`config.mk`:
```
export PLATFORM = sky130hd
export DESIGN_NAME = mec_mac_eee_duplex
export DESIGN_NICKNAME = d
export VERILOG_FILES = /design/src/pkg/mec_pkg.sv /design/src/hw/mec_mac_eee_duplex.sv
export SDC_FILE = /design/constraint.sdc
export NUM_CORES = 1
export LEC_CHECK = 0
export BUFFER_PORTS_ARGS = -buffer_cell sky130_fd_sc_hd__buf_2
export CAP_MARGIN = 20
export CORE_MARGIN = 2
export CORE_UTILIZATION = 58
export DETAILED_ROUTE_END_ITERATION = 6
export MAX_ROUTING_LAYER = met4
export PLACE_DENSITY = 0.85
export SLEW_MARGIN = 20
export SYNTH_ARGS = -nofsm -noshare
export SYNTH_HDL_FRONTEND = slang
export SYNTH_SLANG_ARGS = --single-unit
```
`constraint.sdc`:
```
create_clock -name mclk -period 3.3 [get_ports mclk]
set_input_delay 0.33 -clock mclk [delete_from_list [all_inputs] [get_ports mclk]]
set_output_delay 0.33 -clock mclk [all_outputs]
set_load 0.01 [all_outputs]
```
`src/pkg/mec_pkg.sv`:
```
`default_nettype none
package mec_pkg;
    // ----------------------------------------
    // Register offsets (byte addresses)
    // ----------------------------------------
    localparam logic [11:0] CTRL_OFS = 12'h100;  // mac_operating_control
    localparam logic [11:0] WAIT_OFS = 12'h104;  // lowpower_auto_exit_wait
    localparam logic [11:0] AUX_OFS  = 12'h108;  // Link side controls and status

    // ----------------------------------------
    // Field positions
    // ----------------------------------------
    localparam int HALT_BIT    = 18;  // lowpower_txclk_halt_en
    localparam int LPIEN_BIT   = 17;  // lowpower_idle_en
    localparam int AUTOEX_BIT  = 16;  // lowpower_auto_exit_en
    localparam int POL_BIT     = 13;  // duplex_indicator_polarity
    localparam int AUTODPX_BIT = 12;  // Automatic duplex detection
    localparam int DPX_BIT     = 3;   // duplex_setting
    localparam int TXON_BIT    = 0;   // transmitter_on
    localparam int RXON_BIT    = 1;   // receiver_on
    localparam int SPD100_BIT  = 2;   // Link runs at 100 Mb/s
    localparam int LPIREQ_BIT  = 3;   // Software asks for transmit low-power idle
    localparam int STLPI_BIT   = 8;   // Transmit low-power idle active
    localparam int STRXLPI_BIT = 9;   // Receive low-power idle seen
    localparam int STFDX_BIT   = 10;  // Operating duplex, 1 = full

    // ----------------------------------------
    // Reset values
    // ----------------------------------------
    localparam logic POL_RST   = 1'b1;
    localparam logic CTRL_RST  = 1'b0;  // All other control bits
    localparam logic [15:0] WAIT_RST = 16'h0000;

    // ----------------------------------------
    // Line codes and timing
    // ----------------------------------------
    localparam logic [7:0] LPI_TXD = 8'h01;  // Assert low-power idle code
    localparam logic [7:0] LPI_RXD = 8'h01;  // Low-power idle indication code
    localparam int US_NS  = 1000;            // Wait unit, in ns
    localparam int CLK_NS = 8;               // mclk period, in ns
    localparam int US_CYC = US_NS / CLK_NS;  // Cycles per wait unit

    // Transmit low-power idle states, Gray coded
    typedef enum logic [1:0] {
        LPI_OFF  = 2'b00,
        LPI_ON   = 2'b01,
        LPI_DONE = 2'b11
    } mec_lpi_t;

    // Receive pins bundle
    typedef struct packed {
        logic       dv;
        logic       er;
        logic [7:0] d;
    } mec_gmii_rx_t;
endpackage
`default_nettype wire

```
`src/hw/mec_mac_eee_duplex.sv`:
```
// Decided for this implementation: register access over APB.
`timescale 1ns/1ps
`default_nettype none
module mec_mac_eee_duplex #(
    parameter int WAIT_W = 16  // Width of the auto exit wait count
) (
    // Clock and resets
    input  wire logic        mclk,
    input  wire logic        reset,
    input  wire logic        softReset,
    input  wire logic        resetProtect,
    // APB slave
    input  wire logic        psel,
    input  wire logic        penable,
    input  wire logic        pwrite,
    input  wire logic [11:0] paddr,
    input  wire logic [31:0] pwdata,
    output logic      [31:0] prdata,
    output logic             pready,
    output logic             pslverr,
    // GMII transmit side
    output logic             gtxClkRun,
    output logic             gmiiTxEr,
    output logic      [7:0]  gmiiTxd,
    // GMII receive side, PHY clock domain
    input  wire logic        rxClk,
    input  wire logic        rxDv,
    input  wire logic        rxEr,
    input  wire logic [7:0]  rxd,
    // PHY duplex indicator pin
    input  wire logic        phyFullDuplexLed,
    // Operating state
    output logic             fullDuplex
);
    // ----------------------------------------
    // Declarations
    // ----------------------------------------
    logic                haltEn_reg;       // lowpower_txclk_halt_en
    logic                lpiEn_reg;        // lowpower_idle_en
    logic                autoExit_reg;     // lowpower_auto_exit_en
    logic                pol_reg;          // duplex_indicator_polarity
    logic                autoDpx_reg;      // Automatic duplex detection
    logic                dpx_reg;          // duplex_setting
    logic                txOn_reg;         // transmitter_on
    logic                rxOn_reg;         // receiver_on
    logic                spd100_reg;       // 100 Mb/s operation
    logic                lpiReq_reg;       // Software idle request
    logic [WAIT_W-1:0]   wait_reg;         // lowpower_auto_exit_wait
    logic [WAIT_W-1:0]   waitCnt_reg;      // Elapsed wait units
    logic [6:0]          usDiv_reg;        // Wait unit divider
    logic                usTick;           // One pulse per wait unit
    mec_pkg::mec_lpi_t   lpiState_reg;     // Transmit idle state
    mec_pkg::mec_lpi_t   lpiState_next;
    mec_pkg::mec_gmii_rx_t rxS1_reg, rxS2_reg, rxS3_reg;  // Pin synchroniser
    logic [2:0]          rxClkS_reg;       // Receive clock synchroniser
    logic                rxClkLvl_reg;     // Last agreed receive clock level
    logic                rxEdge;           // Receive clock rising edge
    logic                rxLpiSeen_reg;    // Idle indication decoded
    logic [2:0]          ledS_reg;         // Duplex pin synchroniser
    logic                ledLvl_reg;       // Last agreed duplex pin level
    logic                detected;         // Full duplex as indicated
    logic                acc;              // Access phase of a transfer
    logic                wrDone;           // Write takes effect
    logic                ctrlWr, waitWr, auxWr;
    logic [31:0]         rdMux;            // Read data before its flop
    logic                mapped;           // Address hits a register
    logic [11:0]         usCycles;

    assign usCycles = 12'(mec_pkg::US_CYC);

    // ----------------------------------------
    // APB slave
    // ----------------------------------------
    // One wait state: pready rises in the second access cycle
    assign acc    = psel && penable;
    assign wrDone = acc && pready && pwrite;
    assign mapped = paddr == mec_pkg::CTRL_OFS || paddr == mec_pkg::WAIT_OFS ||
                    paddr == mec_pkg::AUX_OFS;
    assign ctrlWr = wrDone && paddr == mec_pkg::CTRL_OFS;
    assign waitWr = wrDone && paddr == mec_pkg::WAIT_OFS;
    assign auxWr  = wrDone && paddr == mec_pkg::AUX_OFS;

    // Read data assembly, reserved bits read zero
    always_comb begin
        rdMux = 32'h0000_0000;
        unique case (paddr)
            mec_pkg::CTRL_OFS: begin
                rdMux[mec_pkg::HALT_BIT]    = haltEn_reg;
                rdMux[mec_pkg::LPIEN_BIT]   = lpiEn_reg;
                rdMux[mec_pkg::AUTOEX_BIT]  = autoExit_reg;
                rdMux[mec_pkg::POL_BIT]     = pol_reg;
                rdMux[mec_pkg::AUTODPX_BIT] = autoDpx_reg;
                rdMux[mec_pkg::DPX_BIT]     = dpx_reg;
            end
            mec_pkg::WAIT_OFS: rdMux[WAIT_W-1:0] = wait_reg;
            mec_pkg::AUX_OFS: begin
                rdMux[mec_pkg::TXON_BIT]    = txOn_reg;
                rdMux[mec_pkg::RXON_BIT]    = rxOn_reg;
                rdMux[mec_pkg::SPD100_BIT]  = spd100_reg;
                rdMux[mec_pkg::LPIREQ_BIT]  = lpiReq_reg;
                rdMux[mec_pkg::STLPI_BIT]   = lpiState_reg == mec_pkg::LPI_ON;
                rdMux[mec_pkg::STRXLPI_BIT] = rxLpiSeen_reg;
                rdMux[mec_pkg::STFDX_BIT]   = fullDuplex;
            end
            default: rdMux = 32'h0000_0000;  // Unmapped reads zero
        endcase
    end

    // Answer flops; unmapped addresses end with an error
    always_ff @(posedge mclk) begin
        if (reset) begin
            pready  <= 1'b0;
            prdata  <= 32'h0000_0000;
            pslverr <= 1'b0;
        end else begin
            pready  <= acc && !pready;
            prdata  <= (acc && !pready && !pwrite) ? rdMux : 32'h0000_0000;
            pslverr <= acc && !pready && !mapped;
        end
    end

    // ----------------------------------------
    // Protected control fields
    // ----------------------------------------
    // A protected reset leaves these alone while protection is on
    always_ff @(posedge mclk) begin
        if (reset || (softReset && !resetProtect)) begin
            haltEn_reg   <= mec_pkg::CTRL_RST;
            lpiEn_reg    <= mec_pkg::CTRL_RST;
            autoExit_reg <= mec_pkg::CTRL_RST;
            pol_reg      <= mec_pkg::POL_RST;
            autoDpx_reg  <= mec_pkg::CTRL_RST;
        end else if (ctrlWr) begin
            haltEn_reg   <= pwdata[mec_pkg::HALT_BIT];
            lpiEn_reg    <= pwdata[mec_pkg::LPIEN_BIT];
            autoExit_reg <= pwdata[mec_pkg::AUTOEX_BIT];
            pol_reg      <= pwdata[mec_pkg::POL_BIT];
            autoDpx_reg  <= pwdata[mec_pkg::AUTODPX_BIT];
        end
    end

    // ----------------------------------------
    // Unprotected fields
    // ----------------------------------------
    always_ff @(posedge mclk) begin
        if (reset || softReset) begin
            txOn_reg   <= 1'b0;
            rxOn_reg   <= 1'b0;
            spd100_reg <= 1'b0;
            lpiReq_reg <= 1'b0;
            wait_reg   <= WAIT_W'(mec_pkg::WAIT_RST);
        end else begin
            if (auxWr) begin
                txOn_reg   <= pwdata[mec_pkg::TXON_BIT];
                rxOn_reg   <= pwdata[mec_pkg::RXON_BIT];
                spd100_reg <= pwdata[mec_pkg::SPD100_BIT];
                lpiReq_reg <= pwdata[mec_pkg::LPIREQ_BIT];
            end
            if (waitWr) begin
                wait_reg <= pwdata[WAIT_W-1:0];
            end
        end
    end

    // ----------------------------------------
    // Duplex detection
    // ----------------------------------------
    // Three-stage pin synchroniser; level counts once stages 2 and 3 agree
    always_ff @(posedge mclk) begin
        if (reset) begin
            ledS_reg   <= 3'h0;
            ledLvl_reg <= 1'b0;
        end else begin
            ledS_reg <= {ledS_reg[1:0], phyFullDuplexLed};
            if (ledS_reg[1] == ledS_reg[2]) begin
                ledLvl_reg <= ledS_reg[2];
            end
        end
    end

    assign detected = ledLvl_reg == pol_reg;

    // Duplex bit: software value, or detected value in auto mode
    always_ff @(posedge mclk) begin
        if (reset || softReset) begin
            dpx_reg <= 1'b0;
        end else if (ctrlWr && !pwdata[mec_pkg::AUTODPX_BIT]) begin
            // Leaving auto mode: the written bit rules, not the last detection
            dpx_reg <= pwdata[mec_pkg::DPX_BIT];
        end else if (autoDpx_reg) begin
            dpx_reg <= detected;
        end else if (ctrlWr) begin
            dpx_reg <= pwdata[mec_pkg::DPX_BIT];
        end
    end

    // Operating duplex
    always_ff @(posedge mclk) begin
        if (reset) begin
            fullDuplex <= 1'b0;
        end else begin
            fullDuplex <= autoDpx_reg ? detected : dpx_reg;
        end
    end

    // ----------------------------------------
    // Receive low-power idle decode
    // ----------------------------------------
    // Clock and data share one synchroniser depth, so they stay aligned
    always_ff @(posedge mclk) begin
        if (reset) begin
            rxS1_reg     <= '0;
            rxS2_reg     <= '0;
            rxS3_reg     <= '0;
            rxClkS_reg   <= 3'h0;
            rxClkLvl_reg <= 1'b0;
        end else begin
            rxS1_reg   <= '{dv: rxDv, er: rxEr, d: rxd};
            rxS2_reg   <= rxS1_reg;
            rxS3_reg   <= rxS2_reg;
            rxClkS_reg <= {rxClkS_reg[1:0], rxClk};
            if (rxClkS_reg[1] == rxClkS_reg[2]) begin
                rxClkLvl_reg <= rxClkS_reg[2];
            end
        end
    end

    assign rxEdge = rxClkS_reg[1] && rxClkS_reg[2] && !rxClkLvl_reg;

    // Receiver enable is deliberately not consulted here
    always_ff @(posedge mclk) begin
        if (reset || !lpiEn_reg) begin
            rxLpiSeen_reg <= 1'b0;
        end else if (rxEdge) begin
            rxLpiSeen_reg <= !rxS3_reg.dv && rxS3_reg.er &&
                             rxS3_reg.d == mec_pkg::LPI_RXD;
        end
    end

    // ----------------------------------------
    // Transmit low-power idle
    // ----------------------------------------
    // Transmitter enable is deliberately not consulted here
    always_comb begin
        lpiState_next = lpiState_reg;
        unique case (lpiState_reg)
            mec_pkg::LPI_OFF: begin
                if (lpiEn_reg && lpiReq_reg) begin
                    lpiState_next = mec_pkg::LPI_ON;
                end
            end
            mec_pkg::LPI_ON: begin
                if (!lpiEn_reg || !lpiReq_reg) begin
                    lpiState_next = mec_pkg::LPI_OFF;
                end else if (autoExit_reg && waitCnt_reg >= wait_reg) begin
                    lpiState_next = mec_pkg::LPI_DONE;
                end
            end
            mec_pkg::LPI_DONE: begin
                // Stay out of idle until the request is withdrawn
                if (!lpiEn_reg || !lpiReq_reg) begin
                    lpiState_next = mec_pkg::LPI_OFF;
                end
            end
            default: lpiState_next = mec_pkg::LPI_OFF;
        endcase
    end

    always_ff @(posedge mclk) begin
        if (reset || softReset) begin
            lpiState_reg <= mec_pkg::LPI_OFF;
        end else begin
            lpiState_reg <= lpiState_next;
        end
    end

    // Wait unit divider, restarted as idle signalling begins
    always_ff @(posedge mclk) begin
        if (reset || lpiState_reg != mec_pkg::LPI_ON) begin
            usDiv_reg <= 7'h00;
        end else if (usTick) begin
            usDiv_reg <= 7'h00;
        end else begin
            usDiv_reg <= usDiv_reg + 7'h01;
        end
    end

    assign usTick = 12'(usDiv_reg) == usCycles - 12'h001;

    // Elapsed wait, counted from entry to idle; saturates
    always_ff @(posedge mclk) begin
        if (reset || lpiState_reg != mec_pkg::LPI_ON) begin
            waitCnt_reg <= '0;
        end else if (usTick && waitCnt_reg != '1) begin
            waitCnt_reg <= waitCnt_reg + WAIT_W'(1);
        end
    end

    // Pin drive; clock halt only outside 100 Mb/s
    always_ff @(posedge mclk) begin
        if (reset) begin
            gmiiTxEr  <= 1'b0;
            gmiiTxd   <= 8'h00;
            gtxClkRun <= 1'b1;
        end else begin
            gmiiTxEr  <= lpiState_reg == mec_pkg::LPI_ON;
            gmiiTxd   <= (lpiState_reg == mec_pkg::LPI_ON) ? mec_pkg::LPI_TXD : 8'h00;
            gtxClkRun <= !(lpiState_reg == mec_pkg::LPI_ON && haltEn_reg
                           && !spd100_reg);
        end
    end
endmodule
`default_nettype wire

```
==> flow_metrics.py, run 1 <==
metrics = {
    "drt": {
        "dr.first_iter.drc_count": 240,
        "detail-route-antenna-nets": 0,
        "drt_pass1_iterations": 5,
        "vias": 4041,
        "viasPerCell": 5.70,
        "drc_errors": 0,
        "wirelength_microns": 10600,
        "wl_per_cell_microns": 15.0,
    },
    "final_layout": {
        "finalNonFillerCells": 709,
        "post-route-cell-area_sq_um": 5690,
        "nFillCells": 601,
        "multiInputGateArea_sq_um": 2210,
        "antennaDiodeCount": 0,
        "syn_to_final_growth_pct": 19.1,
        "nNetsFinal": 675,
        "regArea_sq_um": 2280,
        "fin_util_pct": 70.3,
        "drive_gt1_share_pct": 18.9,
        "largest_register_ffs": 19,
    },
    "timing": {
        "fmax_mhz": 453,
        "fin_setup_tns_ns": 0,
        "post-route-min-period_ns": 2.21,
        "setup_viol": 0,
        "final_hold_viol_count": 0,
        "skew_ns": 0.00843,
        "worst_pin_slew_ns": 0.840,
        "rsz0062_at_grt": "no",
        "timing.hold.ws_ns": 0.0157,
        "period_share_pct": 66.9,
        "slew_viol_final": 0,
        "fin_ws_ns": 1.09,
        "slew_headroom_pct": 43.5,
    },
    "yosys": {
        "syn_area_per_cell_sq_um": 9.24,
        "ys_types": 52,
        "ys_warn_count": 0,
        "synthArstFlopShare_pct": 0,
        "ys_seq_area_share_pct": 47.8,
        "ys_seq_elements": 114,
        "ys.flop_type": "dfxtp_1",
        "synth-edff-count": 0,
        "synth_area_sq_um": 4780,
        "synthCells": 517,
    },
    "place": {
        "dp_hpwl_microns": 7070,
        "dp_slack_ns": 0.750,
        "placed_cells": 678,
        "io_buffer_count": 74,
        "dpl_cell_area_sq_um": 5140,
        "place.gp.congestion": 0.863,
    },
    "cts": {
        "clk_path_buf_depth": 2,
        "ctsHoldBuffers": 0,
        "h-tree-depth": 4,
        "postCtsSetupBuffers": 0,
        "root_buffer": "clkbuf_8",
        "cts.reportedPaths.clkPinSlew_ns": 0.06,
        "cts.sinks": 114,
        "tritoncts": "done",
        "postCtsResizedCells": 0,
        "insertion_delay_ns": 0.52,
        "cts_made_buffers": 17,
    },
    "global_route": {
        "grt_pass1_vias": 3746,
        "grt_antenna_before_repair": 0,
        "overflow": 0,
        "grt_max_degree": 43,
        "grt_use_total_pct": 25.5,
        "grt_pass1_wl_microns": 17100,
    },
    "status": {
        "status": "finished clean",
    },
    "worst_setup_path": {
        "startpoint_type": "register",
        "cp_max_fo": 9,
        "criticalPathCategory": "reg -> reg",
        "cp.required_ns": 3.70,
        "cp.arrival_ns": 2.61,
        "cp-end-kind": "register",
    },
    "floorplanning": {
        "dieArea_sq_um": 8980,
        "fp.dieW_microns": 94.8,
        "io_pins": 108,
        "fp.dieH_microns": 94.8,
        "rows": 33,
        "core_sq_um": 8090,
        "start_util_pct": 59.0,
    },
    "power_and_ir_drop": {
        "power.total_mw": 3.17,
        "p_leak_nw": 2.21,
        "ir_worst_vdd_mv": 0.398,
        "powerDensity_nw_per_um2": 558,
    },
    "job": {
        "cap_violations": 0,
    },
    "hold_path": {
        "hp-class": "in -> reg",
    },
}
kinds of logic after synthesis:
group | count (synthesis) | share of synthesized area, %
AO/OA/AOI/OAI | 106 | 13.3
XOR/XNOR | 6 | 1.10
adder cells (fa/ha/maj) | 20 | 5.24
buffers and inverters | 72 | 7.52
flip-flops | 114 | 47.8
multiplexers | 10 | 2.12
other | 1 | 0.0785
AND/OR/NAND/NOR | 188 | 22.9
power breakdown:
part           internal (mW)  leakage (nW)  switching, mW
clock network           1.08         0.270          0.606
registers               1.40         0.925        0.00452
logic                 0.0363          1.01         0.0519
total                   2.51          2.21          0.662
critical path, stage by stage (launching register included):
cell and delay [ns]:
dfxtp_1 0.48, nand4_2 0.25, nor4_2 0.81, a211oi_1 0.20, mux2_1 0.34
per-layer routing:
metal | vias up | global-route usage (%) | share of wire (%)
li1 | 1924 | - | -
met1 | 1905 | 28.9 | 40
met2 | 177 | 40.8 | 50
met3 | 35 | 6.70 | 7.2
met4 | 0 | 14.7 | 3.7
met5 | - | - | 0
placed cells by master, fill, tap and decap left out, drive strengths merged, types with 11 or more instances in the layout:
master,n
clkbuf,20
conb,20
inv,30
buf,79
nor2,15
nand3,39
ha,20
dfxtp,114
a21oi,38
nor2b,36
nand2,31
and2,11
o21ai,34
cells in the mapped netlist (all sizes together), types with 10 or more instances:
master,n,area (sq um)
nor2,15,56.3
nand3,39,195
clkbuf,14,52.6
nor3,10,55.1
or4,10,75.1
and2,11,68.8
ha,20,250
a21oi,38,190
nor2b,36,225
inv,30,113
nand2,31,116
dfxtp,114,2280
buf,28,194
o21ai,34,170
worst paths after layout:
path | from | endpoint | slack [ns] | depth (start not counted)
setup / recovery | waitCnt_reg[6]$_SDFFE_PP0P_ | waitCnt_reg[9]$_SDFFE_PP0P_ | 1.09 | 4
hold / removal | rxClk | rxClkS_reg[0]$_SDFF_PP0_ | 0.02 | 2
setup reg to reg | waitCnt_reg[6]$_SDFFE_PP0P_ | waitCnt_reg[9]$_SDFFE_PP0P_ | 1.09 | 4
hold reg to reg | rxS1_reg[5]$_SDFF_PP0_ | rxS2_reg[5]$_SDFF_PP0_ | 0.43 | 1
area by class of cell:
cell class	instances	share of cell area (%)
multi-input combinational	350	38.8
clock buffer	20	7.65
clock inverter	11	2.00
tap	105	2.31
inverter	30	1.98
sequential	114	40.1
timing repair buffer	79	7.17
Power figures use the tool's default switching activity.
==> run 2: changes to the inputs <==
ABC_AREA = 1   (was not set)
CORE_UTILIZATION = 49   (was 58)
PLACE_DENSITY = 0.76   (was 0.85)
clock period = 1.85 ns   (was 3.3 ns; I/O delays follow)
==> run 2 against run 1 <==
Compared with the run above:
- combinational power grew to 2.7 times the previous value
- non-clock buffer count rose by 41
- largest cell class unchanged
- synthesized cell count increased by 18%
- via count is 3.2% higher
- critical path depth grew 6
- maximum frequency increased by 34%
- design area is 11% higher
- critical path type unchanged
- power is 88% higher
- highest routed layer unchanged
- first-iteration DRC count decreased by 43%
- sequential cell count did not move
- count of clock-buffer cells in the layout shrank 2
- die area increased by 20%
==> flow_metrics.py, run 2 <==
metrics = {
    "power_and_ir_drop": {
        "powerDensity_nw_per_um2": 951,
        "power_frac_comb_pct": 3.9,
        "switching_share_pct": 23.1,
        "p_leak_nw": 2.68,
        "intPower_mw": 4.60,
        "ir_worst_vdd_mv": 0.640,
        "p_seq_share_pct": 41.8,
        "switchingPower_mw": 1.38,
        "clkPwrFrac_pct": 54.3,
    },
    "timing": {
        "worst_pin_slew_ns": 0.512,
        "slew_headroom_pct": 65.6,
        "slew_viol_final": 0,
        "skew_ns": 0.0114,
        "fmax_mhz": 606,
        "fin_ws_ns": 0.200,
        "timing.hold.ws_ns": 0.0430,
        "final_hold_viol_count": 0,
        "fin_setup_tns_ns": 0,
        "period_share_pct": 89.2,
        "post-route-min-period_ns": 1.65,
        "setup_viol": 0,
        "rsz0062_at_grt": "no",
    },
    "place": {
        "placed_cells": 810,
        "place.gp.congestion": 0.880,
        "dp_hpwl_microns": 7780,
        "dp_slack_ns": 0.163,
        "io_buffer_count": 74,
    },
    "yosys": {
        "synthCells": 610,
        "ys_types": 40,
        "synthTopCellsByArea": "dfxtp_1, inv_1, nor2_1, nand2_1, ha_1",
        "ys_warn_count": 0,
        "syn_area_per_cell_sq_um": 8.00,
        "synth-edff-count": 0,
        "ys_seq_elements": 114,
        "ys_seq_area_share_pct": 46.8,
        "yosys-top-cells-count": "dfxtp_1, inv_1, nor2_1, nand2_1, a21oi_1",
        "synth.most_common_cell": "dfxtp_1",
        "synth_area_sq_um": 4880,
        "synth.top_cell.area_share_pct": 46.8,
        "ys.flop_type": "dfxtp_1",
        "synthArstFlopShare_pct": 0,
        "synth_largest_area_cell": "dfxtp_1",
    },
    "drt": {
        "wl_per_cell_microns": 12.8,
        "wirelength_microns": 11300,
        "drt_pass1_iterations": 4,
        "dr.first_iter.drc_count": 137,
        "drc_errors": 0,
        "viasPerCell": 4.74,
        "vias": 4172,
        "detail-route-antenna-nets": 0,
    },
    "cts": {
        "cts.reportedPaths.clkPinSlew_ns": 0.06,
        "cts_made_buffers": 17,
        "insertion_delay_ns": 0.52,
        "root_buffer": "clkbuf_8",
        "cts.sinks": 114,
        "clk_path_buf_depth": 2,
        "h-tree-depth": 4,
        "tritoncts": "done",
    },
    "final_layout": {
        "layout_common_cells": "dfxtp_1, inv_1, nor2_1",
        "final_common_cell": "dfxtp_1",
        "largest_register_ffs": 19,
        "antennaDiodeCount": 0,
        "nFillCells": 848,
        "syn_to_final_growth_pct": 28.9,
        "drive_gt1_share_pct": 19.8,
        "finalNonFillerCells": 880,
        "nNetsFinal": 817,
    },
    "global_route": {
        "grt-busiest-layer": "met2",
        "grt_pass1_wl_microns": 18900,
        "met1_usage_pct": 23.1,
        "grt_max_degree": 33,
        "grtUsageMet2_pct": 40.4,
        "grt_pass1_vias": 4251,
        "grt_use_total_pct": 22.5,
        "grt_antenna_before_repair": 0,
        "grt_util_met3_pct": 5.54,
        "overflow": 0,
    },
    "floorplanning": {
        "dieArea_sq_um": 10800,
        "fp.dieH_microns": 104,
        "fp.dieW_microns": 104,
        "io_pins": 108,
        "rows": 36,
        "start_util_pct": 50.1,
        "core_sq_um": 9730,
    },
    "worst_setup_path": {
        "cp.arrival_ns": 2.06,
        "cp-end-kind": "register",
        "cp_max_fo": 14,
        "cp.required_ns": 2.26,
        "criticalPathCategory": "reg -> reg",
        "startpoint_type": "register",
    },
    "hold_path": {
        "hp-class": "in -> reg",
    },
    "status": {
        "status": "finished clean",
    },
    "job": {
        "cap_violations": 0,
    },
}
run 2: changes by cell type after synthesis, sizes merged, moves of 10 or more:
| cell | previous run | this run |
|---|---|---|
| nor2 | 15 | 106 |
| a211oi | 5 | 15 |
| o21ai | 34 | 21 |
| and2 | 11 | 0 |
| or4 | 10 | 0 |
| inv | 30 | 109 |
| nand3 | 39 | 22 |
| nor2b | 36 | 0 |
| nand2 | 31 | 87 |
run 2: metal layers:
layer | up-vias | share of wire, %
li1 | 2126 | -
met1 | 1920 | 41
met2 | 98 | 52
met3 | 28 | 3.8
met4 | 0 | 2.6
met5 | - | 0
run 2: final cells by class:
cell class              count  area (sq um)  area share (%)
flip-flops and latches    114          2280            36.3
multi-input cells         372          2030            32.2
repair buffers            120           811            12.9
clock buffers              18           428            6.80
inverters                 109           409            6.50
clock inverters            14           168            2.67
well taps                 133           166            2.65
run 2: worst paths after layout:
path,startpoint,end,slack [ns],cells after the start
worst max-delay path,waitCnt_reg[0]$_SDFFE_PP0P_,waitCnt_reg[2]$_SDFFE_PP0P_,0.20,10
worst min register to register,rxS1_reg[9]$_SDFF_PP0_,rxS2_reg[9]$_SDFF_PP0_,0.40,2
worst max register to register,waitCnt_reg[0]$_SDFFE_PP0P_,waitCnt_reg[2]$_SDFFE_PP0P_,0.20,10
worst min-delay path,resetProtect,lpiEn_reg$_SDFFE_PP0P_,0.04,3
run 2: cell families after synthesis:
family          count (synthesis)  synth area share (%)
simple gates                  238                  21.3
buf+inv                       143                  13.3
flops                         114                  46.8
compound gates                 84                  11.6
fa+ha+maj                      20                  5.13
xor+xnor                       10                  1.80
other cells                     1                0.0769
run 2: power by group through the flow:
| stage | Combinational, mW | Sequential, mW | Clock (mW) |
|---|---|---|---|
| 5_1_grt | 0.261 | 2.50 | 3.40 |
| 2_1_floorplan | 0.118 | 2.55 | 0 |
| 3_3_place_gp | 0.163 | 2.55 | 0 |
| 3_5_place_dp | 0.168 | 2.55 | 0 |
| 6_report | 0.235 | 2.50 | 3.25 |
| 4_1_cts | 0.231 | 2.50 | 3.28 |
run 2: worst max-delay path: stages (launching register included):
cell	delay, ns
dfxtp_1	0.38
ha_1	0.19
nand2_1	0.10
nor2_2	0.16
nand3_1	0.13
nand2_1	0.10
nand2_2	0.19
nand2_1	0.14
nand2_1	0.05
nand2_1	0.06
nor2_1	0.04
run 2: repair_timing:
item,4_1_cts,5_1_grt
setup buffers,0,0
gates resized for setup,0,2
setup endpoints to repair,0,5
hold buffers,38,0
endpoints found under the hold margin,40,0
run 2: metrics by stage:
step | total power [mW] | util [%] | instance area (sq um)
floorplan | 2.67 | - | 4950
global placement | 2.72 | 54.5 | 5310
detailed placement | 2.72 | 54.5 | 5310
CTS | 6.01 | 64.6 | 6280
global route | 6.16 | 64.6 | 6290
finish | 5.98 | 64.6 | 6290
